--- src/pwmt_consts.vh ---
// register map, reset values and field limits of the eight-channel pulse width timer
// assumes a 32-bit AHB-Lite register port, word aligned accesses only
`ifndef PWMT_CONSTS_VH
`define PWMT_CONSTS_VH

`define PWMT_OFS_ENABLE   8'h00
`define PWMT_OFS_POLAR    8'h04
`define PWMT_OFS_ALIGN    8'h08
`define PWMT_OFS_CONCAT   8'h0C
`define PWMT_OFS_PCM      8'h10
`define PWMT_OFS_PRESCALE 8'h14
`define PWMT_OFS_PERIOD   8'h20
`define PWMT_OFS_DUTY     8'h40
`define PWMT_OFS_COUNT    8'h60
`define PWMT_OFS_LIMIT    8'h80

`define PWMT_RST_ENABLE   8'h00
`define PWMT_RST_POLAR    8'hFF
`define PWMT_RST_ALIGN    8'h00
`define PWMT_RST_CONCAT   4'h0
`define PWMT_RST_PCM      8'h00
`define PWMT_RST_PRESCALE 8'h00
`define PWMT_RST_PERIOD   8'hFF
`define PWMT_RST_DUTY     8'h00

`define PWMT_NUM_CH       8
`define PWMT_CH_W         8

`endif

--- src/pwmt_top.v ---
// eight-channel pulse width timer with an AHB-Lite register slave
// assumes a single master, single word transfers; outputs go to external circuitry
//
// Local design decisions: the AHB-Lite interface to the registers and the register offsets.
`timescale 1ns/100ps
`include "pwmt_consts.vh"

// Operation
// - eight channels, each with own 16-bit counter and 8-bit period and duty
// - duty selectable from always inactive to always active
// - pulse-code mode selectable per channel instead of plain modulation
// - per-channel selectable output polarity
// - per-channel edge-aligned or centre-aligned pulses
// - pairs 7:6, 5:4, 3:2, 1:0 may join into 16-bit channels
module pwmt_top (
    input  wire        CLOCK,
    input  wire        RSTN,
    input  wire        HSEL,
    input  wire [31:0] HADDR,
    input  wire [1:0]  HTRANS,
    input  wire        HWRITE,
    input  wire [2:0]  HSIZE,
    input  wire [31:0] HWDATA,
    input  wire        HREADY,
    output wire [31:0] HRDATA,
    output wire        HREADYOUT,
    output wire        HRESP,
    output wire [7:0]  PWM_OUT
);

    localparam NCH = `PWMT_NUM_CH;
    localparam CW  = `PWMT_CH_W;

    reg  [7:0]    en_r;
    reg  [7:0]    pol_r;
    reg  [7:0]    align_r;
    reg  [3:0]    cat_r;
    reg  [7:0]    pcm_r;
    reg  [7:0]    pre_r;
    reg  [CW-1:0] per_r [0:NCH-1];
    reg  [CW-1:0] dut_r [0:NCH-1];
    reg  [7:0]    div_r;
    reg           tick_r;
    reg           wr_pend_r;
    reg           rd_pend_r;
    reg  [7:0]    addr_r;
    reg           hready_r;
    reg  [31:0]   rdata_r;
    reg  [31:0]   rd_mux;
    wire [8*NCH-1:0]  cnt_rd;
    wire [16*NCH-1:0] cnt_all;
    wire              accept;
    wire              in_map;
    integer           k;
    integer           m;

    assign HRDATA    = rdata_r;
    assign HREADYOUT = hready_r;
    assign HRESP     = 1'b0;

    ////////////////////////////////////////////////////////////////////////
    // prescaler: one-cycle tick every pre_r+1 clocks

    always @(posedge CLOCK or negedge RSTN) begin
        if (!RSTN) begin
            div_r  <= 8'h00;
            tick_r <= 1'b0;
        end else if (div_r >= pre_r) begin
            div_r  <= 8'h00;
            tick_r <= 1'b1;
        end else begin
            div_r  <= div_r + 8'h01;
            tick_r <= 1'b0;
        end
    end

    ////////////////////////////////////////////////////////////////////////
    // channels

    genvar i;
    generate
        for (i = 0; i < NCH; i = i + 1) begin : g_ch
            localparam LO = i - (i % 2);
            localparam HI = LO + 1;
            wire        cat  = cat_r[i/2];
            wire        lo_j = cat && (i % 2 == 0);
            wire [15:0] per  = (cat && i % 2 == 1) ? {per_r[HI], per_r[LO]} : {8'h00, per_r[i]};
            wire [15:0] dut  = (cat && i % 2 == 1) ? {dut_r[HI], dut_r[LO]} : {8'h00, dut_r[i]};
            wire [15:0] cnt  = cnt_all[16*i +: 16];
            wire [15:0] cnth = cnt_all[16*HI +: 16];

            // low half of a joined pair stays idle at its inactive level
            pwmt_chan #(.W(16)) u_chan (
                .clk    (CLOCK),
                .rstn   (RSTN),
                .tick   (tick_r),
                .en     (en_r[i] & ~lo_j),
                .center (align_r[i]),
                .pcm    (pcm_r[i]),
                .pol    (pol_r[i]),
                .period (per),
                .duty   (dut),
                .cnt_o  (cnt_all[16*i +: 16]),
                .out_o  (PWM_OUT[i])
            );

            assign cnt_rd[8*i +: 8] = !cat ? cnt[7:0] : ((i % 2 == 1) ? cnth[15:8] : cnth[7:0]);
        end
    endgenerate

    ////////////////////////////////////////////////////////////////////////
    // AHB-Lite slave: writes zero wait, reads one wait state

    assign accept = HSEL && HTRANS[1] && HREADY;
    assign in_map = (HADDR[31:8] == 24'h000000) && (HADDR[7:0] < `PWMT_OFS_LIMIT);

    always @(posedge CLOCK or negedge RSTN) begin
        if (!RSTN) begin
            wr_pend_r <= 1'b0;
            rd_pend_r <= 1'b0;
            addr_r    <= 8'h00;
            hready_r  <= 1'b1;
            rdata_r   <= 32'h00000000;
        end else begin
            wr_pend_r <= 1'b0;
            if (rd_pend_r) begin
                rd_pend_r <= 1'b0;
                hready_r  <= 1'b1;
                rdata_r   <= rd_mux;
            end else if (accept) begin
                addr_r    <= in_map ? {HADDR[7:2], 2'b00} : 8'hFF;
                wr_pend_r <= HWRITE;
                rd_pend_r <= ~HWRITE;
                hready_r  <= HWRITE;
            end
        end
    end

    always @(posedge CLOCK or negedge RSTN) begin
        if (!RSTN) begin
            en_r    <= `PWMT_RST_ENABLE;
            pol_r   <= `PWMT_RST_POLAR;
            align_r <= `PWMT_RST_ALIGN;
            cat_r   <= `PWMT_RST_CONCAT;
            pcm_r   <= `PWMT_RST_PCM;
            pre_r   <= `PWMT_RST_PRESCALE;
            for (k = 0; k < NCH; k = k + 1) begin
                per_r[k] <= `PWMT_RST_PERIOD;
                dut_r[k] <= `PWMT_RST_DUTY;
            end
        end else if (wr_pend_r) begin
            case (addr_r)
                `PWMT_OFS_ENABLE:   en_r    <= HWDATA[7:0];
                `PWMT_OFS_POLAR:    pol_r   <= HWDATA[7:0];
                `PWMT_OFS_ALIGN:    align_r <= HWDATA[7:0];
                `PWMT_OFS_CONCAT:   cat_r   <= HWDATA[3:0];
                `PWMT_OFS_PCM:      pcm_r   <= HWDATA[7:0];
                `PWMT_OFS_PRESCALE: pre_r   <= HWDATA[7:0];
                default: begin
                    for (k = 0; k < NCH; k = k + 1) begin
                        if (addr_r == `PWMT_OFS_PERIOD + 4 * k)
                            per_r[k] <= HWDATA[CW-1:0];
                        if (addr_r == `PWMT_OFS_DUTY + 4 * k)
                            dut_r[k] <= HWDATA[CW-1:0];
                    end
                end
            endcase
        end
    end

    always @* begin
        rd_mux = 32'h00000000;
        case (addr_r)
            `PWMT_OFS_ENABLE:   rd_mux = {24'h000000, en_r};
            `PWMT_OFS_POLAR:    rd_mux = {24'h000000, pol_r};
            `PWMT_OFS_ALIGN:    rd_mux = {24'h000000, align_r};
            `PWMT_OFS_CONCAT:   rd_mux = {28'h0000000, cat_r};
            `PWMT_OFS_PCM:      rd_mux = {24'h000000, pcm_r};
            `PWMT_OFS_PRESCALE: rd_mux = {24'h000000, pre_r};
            default: begin
                for (m = 0; m < NCH; m = m + 1) begin
                    if (addr_r == `PWMT_OFS_PERIOD + 4 * m)
                        rd_mux = {24'h000000, per_r[m]};
                    if (addr_r == `PWMT_OFS_DUTY + 4 * m)
                        rd_mux = {24'h000000, dut_r[m]};
                    if (addr_r == `PWMT_OFS_COUNT + 4 * m)
                        rd_mux = {24'h000000, cnt_rd[8*m +: 8]};
                end
            end
        endcase
    end

endmodule

--- src/pwmt_chan.v ---
// one modulation channel: counter, compare, centre and pcm modes, polarity
// assumes period and duty are held stable by the register block, tick is a one-cycle enable
`timescale 1ns/100ps

module pwmt_chan #(
    parameter W = 16
) (
    input  wire         clk,
    input  wire         rstn,
    input  wire         tick,
    input  wire         en,
    input  wire         center,
    input  wire         pcm,
    input  wire         pol,
    input  wire [W-1:0] period,
    input  wire [W-1:0] duty,
    output wire [W-1:0] cnt_o,
    output wire         out_o
);

    reg  [W-1:0] cnt_r;
    reg          dir_r;
    reg  [W-1:0] acc_r;
    reg          out_r;
    wire [W-1:0] one  = {{(W-1){1'b0}}, 1'b1};
    wire [W-1:0] dlim = (duty > period) ? period : duty;
    wire [W:0]   sum  = {1'b0, acc_r} + {1'b0, dlim};
    wire [W-1:0] inc  = cnt_r + one;
    wire         act_cmp = (cnt_r < duty);
    wire         act_pcm = (sum >= {1'b0, period}) && (dlim != {W{1'b0}});

    assign cnt_o = cnt_r;
    assign out_o = out_r;

    always @(posedge clk or negedge rstn) begin
        if (!rstn) begin
            cnt_r <= {W{1'b0}};
            dir_r <= 1'b0;
            acc_r <= {W{1'b0}};
            out_r <= 1'b0;
        end else if (!en) begin
            cnt_r <= {W{1'b0}};
            dir_r <= 1'b0;
            acc_r <= {W{1'b0}};
            out_r <= ~pol;
        end else if (tick) begin
            if (pcm) begin
                // first order noise shaping spreads the active time evenly
                if (act_pcm)
                    acc_r <= sum[W-1:0] - period;
                else if (period != {W{1'b0}})
                    acc_r <= sum[W-1:0];
                out_r <= act_pcm ^ ~pol;
            end else begin
                if (center) begin
                    // up to period then back down: pulse symmetric about zero
                    if (!dir_r) begin
                        if (cnt_r >= period) begin
                            // a period of one or zero must not spend an extra tick at zero
                            dir_r <= (cnt_r > one);
                            cnt_r <= (cnt_r == {W{1'b0}}) ? cnt_r : cnt_r - one;
                        end else begin
                            cnt_r <= inc;
                        end
                    end else begin
                        if (cnt_r <= one)
                            dir_r <= 1'b0;
                        cnt_r <= (cnt_r == {W{1'b0}}) ? cnt_r : cnt_r - one;
                    end
                end else begin
                    cnt_r <= (inc >= period) ? {W{1'b0}} : inc;
                end
                out_r <= act_cmp ^ ~pol;
            end
        end
    end

endmodule

--- config.mk ---
export PLATFORM = sky130hd
export DESIGN_NAME = pwmt_top
export DESIGN_NICKNAME = d
export VERILOG_FILES = /design/src/pwmt_top.v /design/src/pwmt_chan.v
export VERILOG_INCLUDE_DIRS = /design/src
export SDC_FILE = /design/constraint.sdc
export NUM_CORES = 2
export LEC_CHECK = 0
export BUFFER_PORTS_ARGS = -buffer_cell sky130_fd_sc_hd__buf_2
export CORE_ASPECT_RATIO = 1.75
export CORE_MARGIN = 5
export CORE_UTILIZATION = 40
export DETAILED_ROUTE_END_ITERATION = 6
export GPL_TIMING_DRIVEN = 0
export SLEW_MARGIN = 20
export SYNTH_ARGS = -nofsm -noshare
export SYNTH_HDL_FRONTEND = slang
export SYNTH_SLANG_ARGS = --single-unit
--- constraint.sdc ---
create_clock -name CLOCK -period 9.7 [get_ports CLOCK]
set_input_delay 0 -clock CLOCK [delete_from_list [all_inputs] [get_ports CLOCK]]
set_output_delay 0 -clock CLOCK [all_outputs]
set_load 0.02 [all_outputs]
Word level (Yosys, flattened, before mapping)
Index checks and enable logic that the tools add are counted.

operators by class
  equality and inequality tests = 69
  reduce and logical (&&, ||, !) cells = 86
  order comparisons = 58
  mux-type cells = 242
  bitwise gates (word level) = 35
  add/sub/neg operators = 33

operators with widths
  operator                                                                           count
  16-bit two-way mux                                                                 116
  32-bit two-way mux                                                                 23
  16-bit nonzero test                                                                16
  32-bit case mux with 6 select lines                                                1
  16-bit by 16-bit adder with 17-bit output                                          8
  16-bit by 1-bit adder with 16-bit output, second input constant                    8
  8-bit by 7-bit equality test with 1-bit output, second input constant              16
  16-bit >= comparator                                                               8
  16-bit by 8-bit >= comparator with 1-bit output                                    8
  16-bit by 1-bit greater-than comparator with 1-bit output, second input constant   8
  16-bit by 1-bit less-or-equal comparator with 1-bit output, second input constant  8
  16-bit zero test                                                                   8
  16-bit by 1-bit subtractor with 16-bit output, second input constant               8
  8-bit two-way mux                                                                  15
  3-bit AND reduction                                                                32
  1-bit two-way mux                                                                  87
  17-bit by 16-bit >= comparator with 1-bit output                                   4
  17-bit by 8-bit >= comparator with 1-bit output                                    4
  8-bit by 6-bit equality test with 1-bit output, second input constant              8
  16-bit greater-than comparator                                                     4
  16-bit < comparator                                                                4
  16-bit by 8-bit < comparator with 1-bit output                                     4
  16-bit subtractor                                                                  4
  16-bit by 8-bit subtractor with 16-bit output                                      4
  other kinds (20)                                                                   117

word-level totals
  input port bits = 74
  output and inout bits = 42
  word-level logic and storage cells = 584
  flip-flop bits (word level) = 496

Logic depth before layout (Yosys ltp)
  depth after elaboration = 26
  mapped depth = 39

By module
Synthesis repeated with hierarchy kept, for this count alone.

unflattened totals
  cell total of the unflattened synthesis = 6695
  area total of the unflattened synthesis = 57244.9 um^2

by module, submodules not included
  module                          area an instance (um^2)  sequential area each (um^2)  cells an instance  instances
  pwmt_chan (g_ch[1].u_chan ...)  5698.0                   850.8                        688                4
  pwmt_top                        12261.8                  5046.1                       1119               1
  pwmt_chan (g_ch[0].u_chan ...)  5544.1                   850.8                        712                2
  pwmt_chan (g_ch[7].u_chan)      5602.9                   850.8                        709                1
  pwmt_chan (g_ch[2].u_chan)      5500.3                   850.8                        691                1

Worst setup path after synthesis
Ideal clock, no wire load.

  path type = flip-flop to flip-flop
  start = register cat_r[0]
  end = register g_ch[1].u_chan.acc_r[9]
  buffers on the path = 8
  stages on the path, launching flop included = 36
  setup time = 0.082 ns
  clock period less this slack = 8.082 ns
  slack = 1.618 ns
  arrival time = 8.000 ns
  path through = dfrtp_1 > clkbuf_1 > buf_2 > buf_2 > clkbuf_1 > buf_1 > buf_1 > nand2_1 > ha_1 > nand4_1 > or3_1 > o221a_2 > nor2_1 > clkbuf_1 > mux2i_1 > ha_1 > inv_1 > fa_1 > nor2b_1 > o21a_1 > o21ai_0 > a21o_1 > a211oi_1 > o21a_1 > nor2_1 > xnor2_1 > ha_1 > and3_1 > nand3_1 > nand3_1 > a221oi_1 > or4_1 > o21ai_0 > clkbuf_1 > o21ai_0 > a31oi_1

between the ends
  word-level cells in the longest chain between the ends = 10
  elaborated cells on any way between the ends = 17
  those cells by class = add/sub (2); order compare (2); eq/ne (1); mux (8); reduce/logical (4)

ends and longest elaborated chain
  element                                           line                          text
  start: declaration                                pwmt_top.v:37                 reg [3:0] cat_r;
  start signal: assignment                          pwmt_top.v:144                cat_r <= `PWMT_RST_CONCAT;
  start signal: assignment                          pwmt_top.v:156                `PWMT_OFS_CONCAT: cat_r <= HWDATA[3:0];
  16-bit two-way mux (on tied branches)             pwmt_top.v:88, pwmt_top.v:87
  16-bit greater-than comparator                    pwmt_chan.v:26                wire [W-1:0] dlim = (duty > period) ? period : duty;
  16-bit two-way mux                                pwmt_chan.v:26
  16-bit by 16-bit adder with 17-bit output         pwmt_chan.v:27                wire [W:0] sum = {1'b0, acc_r} + {1'b0, dlim};
  17-bit by 16-bit >= comparator with 1-bit output  pwmt_chan.v:30                wire act_pcm = (sum >= {1'b0, period}) && (dlim != {W{1'b0}});
  1-bit logical AND                                 pwmt_chan.v:30
  16-bit two-way mux                                pwmt_chan.v:49                if (act_pcm)
  16-bit two-way mux                                pwmt_chan.v:47                if (pcm) begin
  16-bit two-way mux                                pwmt_chan.v:46                end else if (tick) begin
  16-bit two-way mux                                pwmt_chan.v:41                end else if (!en) begin
  end signal: assignment                            pwmt_chan.v:44                acc_r <= {W{1'b0}};
  end signal: assignment                            pwmt_chan.v:50                acc_r <= sum[W-1:0] - period;
  end signal: assignment                            pwmt_chan.v:52                acc_r <= sum[W-1:0];
  end: declaration                                  pwmt_chan.v:23                reg [W-1:0] acc_r;

Parallel ways exist; a longest one is shown, timed or not. The select of a mux whose other input is x is not followed.
A chain may end at the register's enable or synchronous reset.

Final worst setup path
  start = register cat_r[1]
  end = register g_ch[3].u_chan.acc_r[15]

between the ends
  word-level cells in the longest chain between the ends = 10
  elaborated cells on any way between the ends = 17
  those cells by class = add/sub (2); order compare (2); eq/ne (1); mux (8); reduce/logical (4)

ends and longest elaborated chain
  element                                           line
  16-bit two-way mux (on tied branches)             pwmt_top.v:88, pwmt_top.v:87
  16-bit greater-than comparator                    pwmt_chan.v:26
  16-bit two-way mux                                pwmt_chan.v:26
  16-bit by 16-bit adder with 17-bit output         pwmt_chan.v:27
  17-bit by 16-bit >= comparator with 1-bit output  pwmt_chan.v:30
  1-bit logical AND                                 pwmt_chan.v:30
  16-bit two-way mux                                pwmt_chan.v:49
  16-bit two-way mux                                pwmt_chan.v:47
  16-bit two-way mux                                pwmt_chan.v:46
  16-bit two-way mux                                pwmt_chan.v:41
  end signal: assignment                            pwmt_chan.v:44
  end signal: assignment                            pwmt_chan.v:50
  end signal: assignment                            pwmt_chan.v:52
  end: declaration                                  pwmt_chan.v:23

Parallel ways exist; a longest one is shown, timed or not. The select of a mux whose other input is x is not followed.

==> load_flow_metrics.sql <==
INSERT INTO impl_metrics (metric_group, metric, value, unit) VALUES
('synth', 'cell_count_after_synthesis', '5994', ''),
('pwr', 'leakagePower', '24.7', 'nW'),
('timing', 'maxClockFrequency', '0.107', 'GHz'),
('global_routing', 'first_global_vias', '48700', ''),
('synth', 'synth-edff-count', '0', ''),
('pwr', 'p_seq_share', '28.3', '%'),
('clocking', 'cts.htree.levels', '2', ''),
('timing', 'period_minus_slack', '9.33', 'ns'),
('global_routing', 'antenna_violations_before_repair', '2', ''),
('routing', 'detail_route.wirelength', '191000', 'um'),
('synth', 'synth_simple_gate_area_share', '19.0', '%'),
('layout', 'layout-drive-gt1-share', '9.58', '%'),
('setup_path', 'crit_path_max_incr_delay', '0.53', 'ns'),
('floorplan', 'core_region_area', '123000', 'um^2'),
('routing', 'vias', '49100', ''),
('timing', 'worst-slew-pin-transition', '1.19', 'ns'),
('setup_path', 'worst_r2r_endpoint', 'g_ch[3].u_chan.acc_r[15]', ''),
('layout', 'nets', '6856', ''),
('global_routing', 'grtUsageTotal', '28.0', '%'),
('routing', 'drt_iter0_drc', '3641', ''),
('synth', 'post_synth_num_cell_types', '88', ''),
('clocking', 'number_of_buffers_on_the_longest_clock_path', '3', ''),
('synth', 'yosys.area_share.adder', '16.0', '%'),
('place', 'buffer_ports.inserted', '60', ''),
('timing', 'timing.clock.skew', '0.0359', 'ns'),
('setup_path', 'critical_path_buf_inv_count', '5', ''),
('outcome', 'run_status', 'finished clean', ''),
('place', 'dp.cells', '7720', ''),
('floorplan', 'io_pins', '116', ''),
('setup_path', 'timing.critical_path.max_delay_family', 'compound AO/OA/AOI/OAI gates', ''),
('pwr', 'power.share.combinational', '42.2', '%'),
('clocking', 'cts-buffers-inserted', '54', ''),
('layout', 'post_layout_nonfiller_instances', '7837', ''),
('global_routing', 'met1_usage', '29.1', '%'),
('setup_path', 'ws_path_type', 'flip-flop to flip-flop', ''),
('timing', 'worst_max_slew_margin_expressed_relative_to_the_limit', '20.4', '%'),
('floorplan', 'starting_density_of_the_core', '40.3', '%'),
('pwr', 'vdd.ir_drop.worst', '0.130', 'mV'),
('setup_path', 'worstPathArrival', '9.94', 'ns'),
('synth', 'synth_async_sr_flop_share', '100', '%'),
('synth', 'synth_flop_cell', 'sky130_fd_sc_hd__dfrtp_1', ''),
('pwr', 'share_clk_of_total_power', '29.5', '%'),
('global_routing', 'grt_use_met3', '3.37', '%'),
('pwr', 'internal_power', '4.78', 'mW'),
('synth', 'post_synth_mux_area_share', '9.03', '%'),
('clocking', 'post_cts_clock_slew_at_the_launch_and_capture_registers_of_the_worst_setup_and_hold_paths', '0.08', 'ns'),
('run', 'cap_viol_max_count', '0', ''),
('global_routing', 'global_route_wire_length_before_repair', '286000', 'um'),
('setup_path', 'critical_path.reg2reg.startpoint', 'cat_r[1]', ''),
('clocking', 'clock_tree_from_tritoncts', 'done', ''),
('clocking', 'clk_root_buffer_cell', 'sky130_fd_sc_hd__clkbuf_16', ''),
('synth', 'post_synth_xor_area_fraction', '4.37', '%'),
('global_routing', 'remaining_global_route_overflow', '0', ''),
('synth', 'syn-cell-area', '49500', 'um^2'),
('pwr', 'areal_power_density_over_the_cells', '149', 'nW/um^2'),
('layout', 'flow.area_growth_from_synthesis', '10.0', '%'),
('place', 'pre_cts_slack', '-1.63', 'ns'),
('timing', 'setup-violations-final', '0', ''),
('routing', 'postRouteAntennaNets', '0', ''),
('setup_path', 'critPathRequiredTime', '10.31', 'ns'),
('timing', 'report.final.hold_viol_count', '0', ''),
('floorplan', 'die_w', '276', 'um'),
('min_path', 'worstHoldPathCells', '4', ''),
('timing', 'layout_worst_path_cycle_share', '96.2', '%'),
('pwr', 'power.switching_fraction', '41.0', '%'),
('pwr', 'sw_pwr', '3.33', 'mW'),
('layout', 'layout.cells.most_common_list', 'sky130_fd_sc_hd__ha_1, sky130_fd_sc_hd__nand2_1, sky130_fd_sc_hd__nor2_1, sky130_fd_sc_hd__o21ai_0, sky130_fd_sc_hd__a21oi_1', ''),
('synth', 'combinational_family_with_the_most_area_after_synthesis', 'compound AO/OA/AOI/OAI gates', ''),
('floorplan', 'fp.dieArea', '131000', 'um^2'),
('min_path', 'min_to', 'wr_pend_r', ''),
('place', 'routabilityCongestion', '0.984', '');
synthesized netlist by cell type (67+ instances only):
library cell | number | area (um^2)
sky130_fd_sc_hd__o21ai_0 | 445 | 2230
sky130_fd_sc_hd__or3_1 | 70 | 438
sky130_fd_sc_hd__nor3_1 | 133 | 666
sky130_fd_sc_hd__ha_1 | 609 | 7620
sky130_fd_sc_hd__a21o_1 | 137 | 1030
sky130_fd_sc_hd__a21oi_1 | 411 | 2060
sky130_fd_sc_hd__mux2i_1 | 214 | 2140
sky130_fd_sc_hd__and3_1 | 67 | 419
sky130_fd_sc_hd__a31oi_1 | 70 | 438
sky130_fd_sc_hd__nor2_1 | 453 | 1700
sky130_fd_sc_hd__nand2b_1 | 94 | 588
sky130_fd_sc_hd__nand3_1 | 156 | 781
sky130_fd_sc_hd__nor2b_1 | 90 | 563
sky130_fd_sc_hd__xnor2_1 | 150 | 1310
sky130_fd_sc_hd__xor2_1 | 97 | 850
sky130_fd_sc_hd__a211oi_1 | 67 | 503
sky130_fd_sc_hd__nand4_1 | 98 | 613
sky130_fd_sc_hd__dfstp_2 | 73 | 1920
sky130_fd_sc_hd__clkbuf_1 | 234 | 878
sky130_fd_sc_hd__mux2_2 | 207 | 2330
sky130_fd_sc_hd__nor4_1 | 96 | 601
sky130_fd_sc_hd__dfrtp_1 | 397 | 9930
sky130_fd_sc_hd__inv_1 | 268 | 1010
sky130_fd_sc_hd__o21a_1 | 89 | 668
sky130_fd_sc_hd__nand2_1 | 480 | 1800
worst min-delay path, stage by stage:
cell and delay (ns):
sky130_fd_sc_hd__buf_2 0.10, sky130_fd_sc_hd__nand3_1 0.23, sky130_fd_sc_hd__nor2_2 0.22, sky130_fd_sc_hd__and2_1 0.20
worst max-delay path by stage:
stage	cells after the start	from	endpoint	slack (ns)
2_1_floorplan	35	cat_r[0]	g_ch[1].u_chan.acc_r[9]	1.62
3_3_place_gp	1	RSTN	g_ch[2].u_chan.acc_r[8]	-2.23
3_5_place_dp	35	cat_r[1]	g_ch[3].u_chan.acc_r[15]	-1.63
4_1_cts	33	cat_r[1]	g_ch[3].u_chan.acc_r[15]	0.04
5_1_grt	34	cat_r[3]	g_ch[7].u_chan.acc_r[6]	-0.008
6_report	32	cat_r[1]	g_ch[3].u_chan.acc_r[15]	0.37
through the flow:
| step | util (%) | TNS, ns | hold WS (ns) |
|---|---|---|---|
| CTS | 44.3 | 0 | 0.0446 |
| global placement | 42.3 | -896.95 | 0.261 |
| global route | 44.3 | -0.00942 | 0.0947 |
| detailed placement | 42.4 | -68.41 | -0.0393 |
| finish | 44.3 | 0 | 0.101 |
| floorplan | - | 0 | -0.296 |
sequential cells by signal (all words and copies together), names as in the netlist, 32 cells and up:
| name | cells |
|---|---|
| dut_r | 64 |
| g_ch.u_chan.cnt_o | 128 |
| per_r | 32 |
| g_ch.u_chan.acc_r | 128 |
| g_ch.per | 32 |
power by group through the flow:
stage / logic [mW] / clock network, mW / registers (mW)
floorplan: 2.44 / 0 / 2.22
detailed placement: 3.35 / 0 / 2.31
finish: 3.42 / 2.39 / 2.29
global route: 3.76 / 2.50 / 2.30
CTS: 3.38 / 2.44 / 2.28
global placement: 3.28 / 0 / 2.32
final cells by class:
type | instances | area (um^2) | area share (%)
flip-flops and latches | 470 | 11900 | 21.8
diodes | 1 | 2.50 | 0.00459
multi-input cells | 4969 | 35500 | 65.2
inverters | 270 | 1010 | 1.86
clock inverters | 41 | 558 | 1.02
plain buffers | 304 | 1330 | 2.44
repair buffers | 88 | 728 | 1.34
well taps | 1634 | 2040 | 3.75
clock buffers | 60 | 1440 | 2.63
timing repair:
item                                    in CTS  in global routing
endpoints found under the setup margin      68                 64
hold buffers                                20                  0
resized for setup                           27                 16
endpoints found under the hold margin      166                  0
cells by family (layout without fill, tap and decap cells):
| logic type | after synthesis | count (layout) |
|---|---|---|
| compound gates | 1751 | 1751 |
| xor+xnor | 247 | 247 |
| fa+ha+maj | 625 | 625 |
| buf+inv | 579 | 763 |
| flops | 470 | 470 |
| mux | 421 | 421 |
| other cells | 1 | 26 |
| simple gates | 1900 | 1900 |
metal layers:
metal  vias up  wire (um)
li1      22600          -
met1     23800      67300
met2      1945      95200
met3       794       9730
met4         0      18400
met5         -          0
Power figures use the tool's default switching activity.
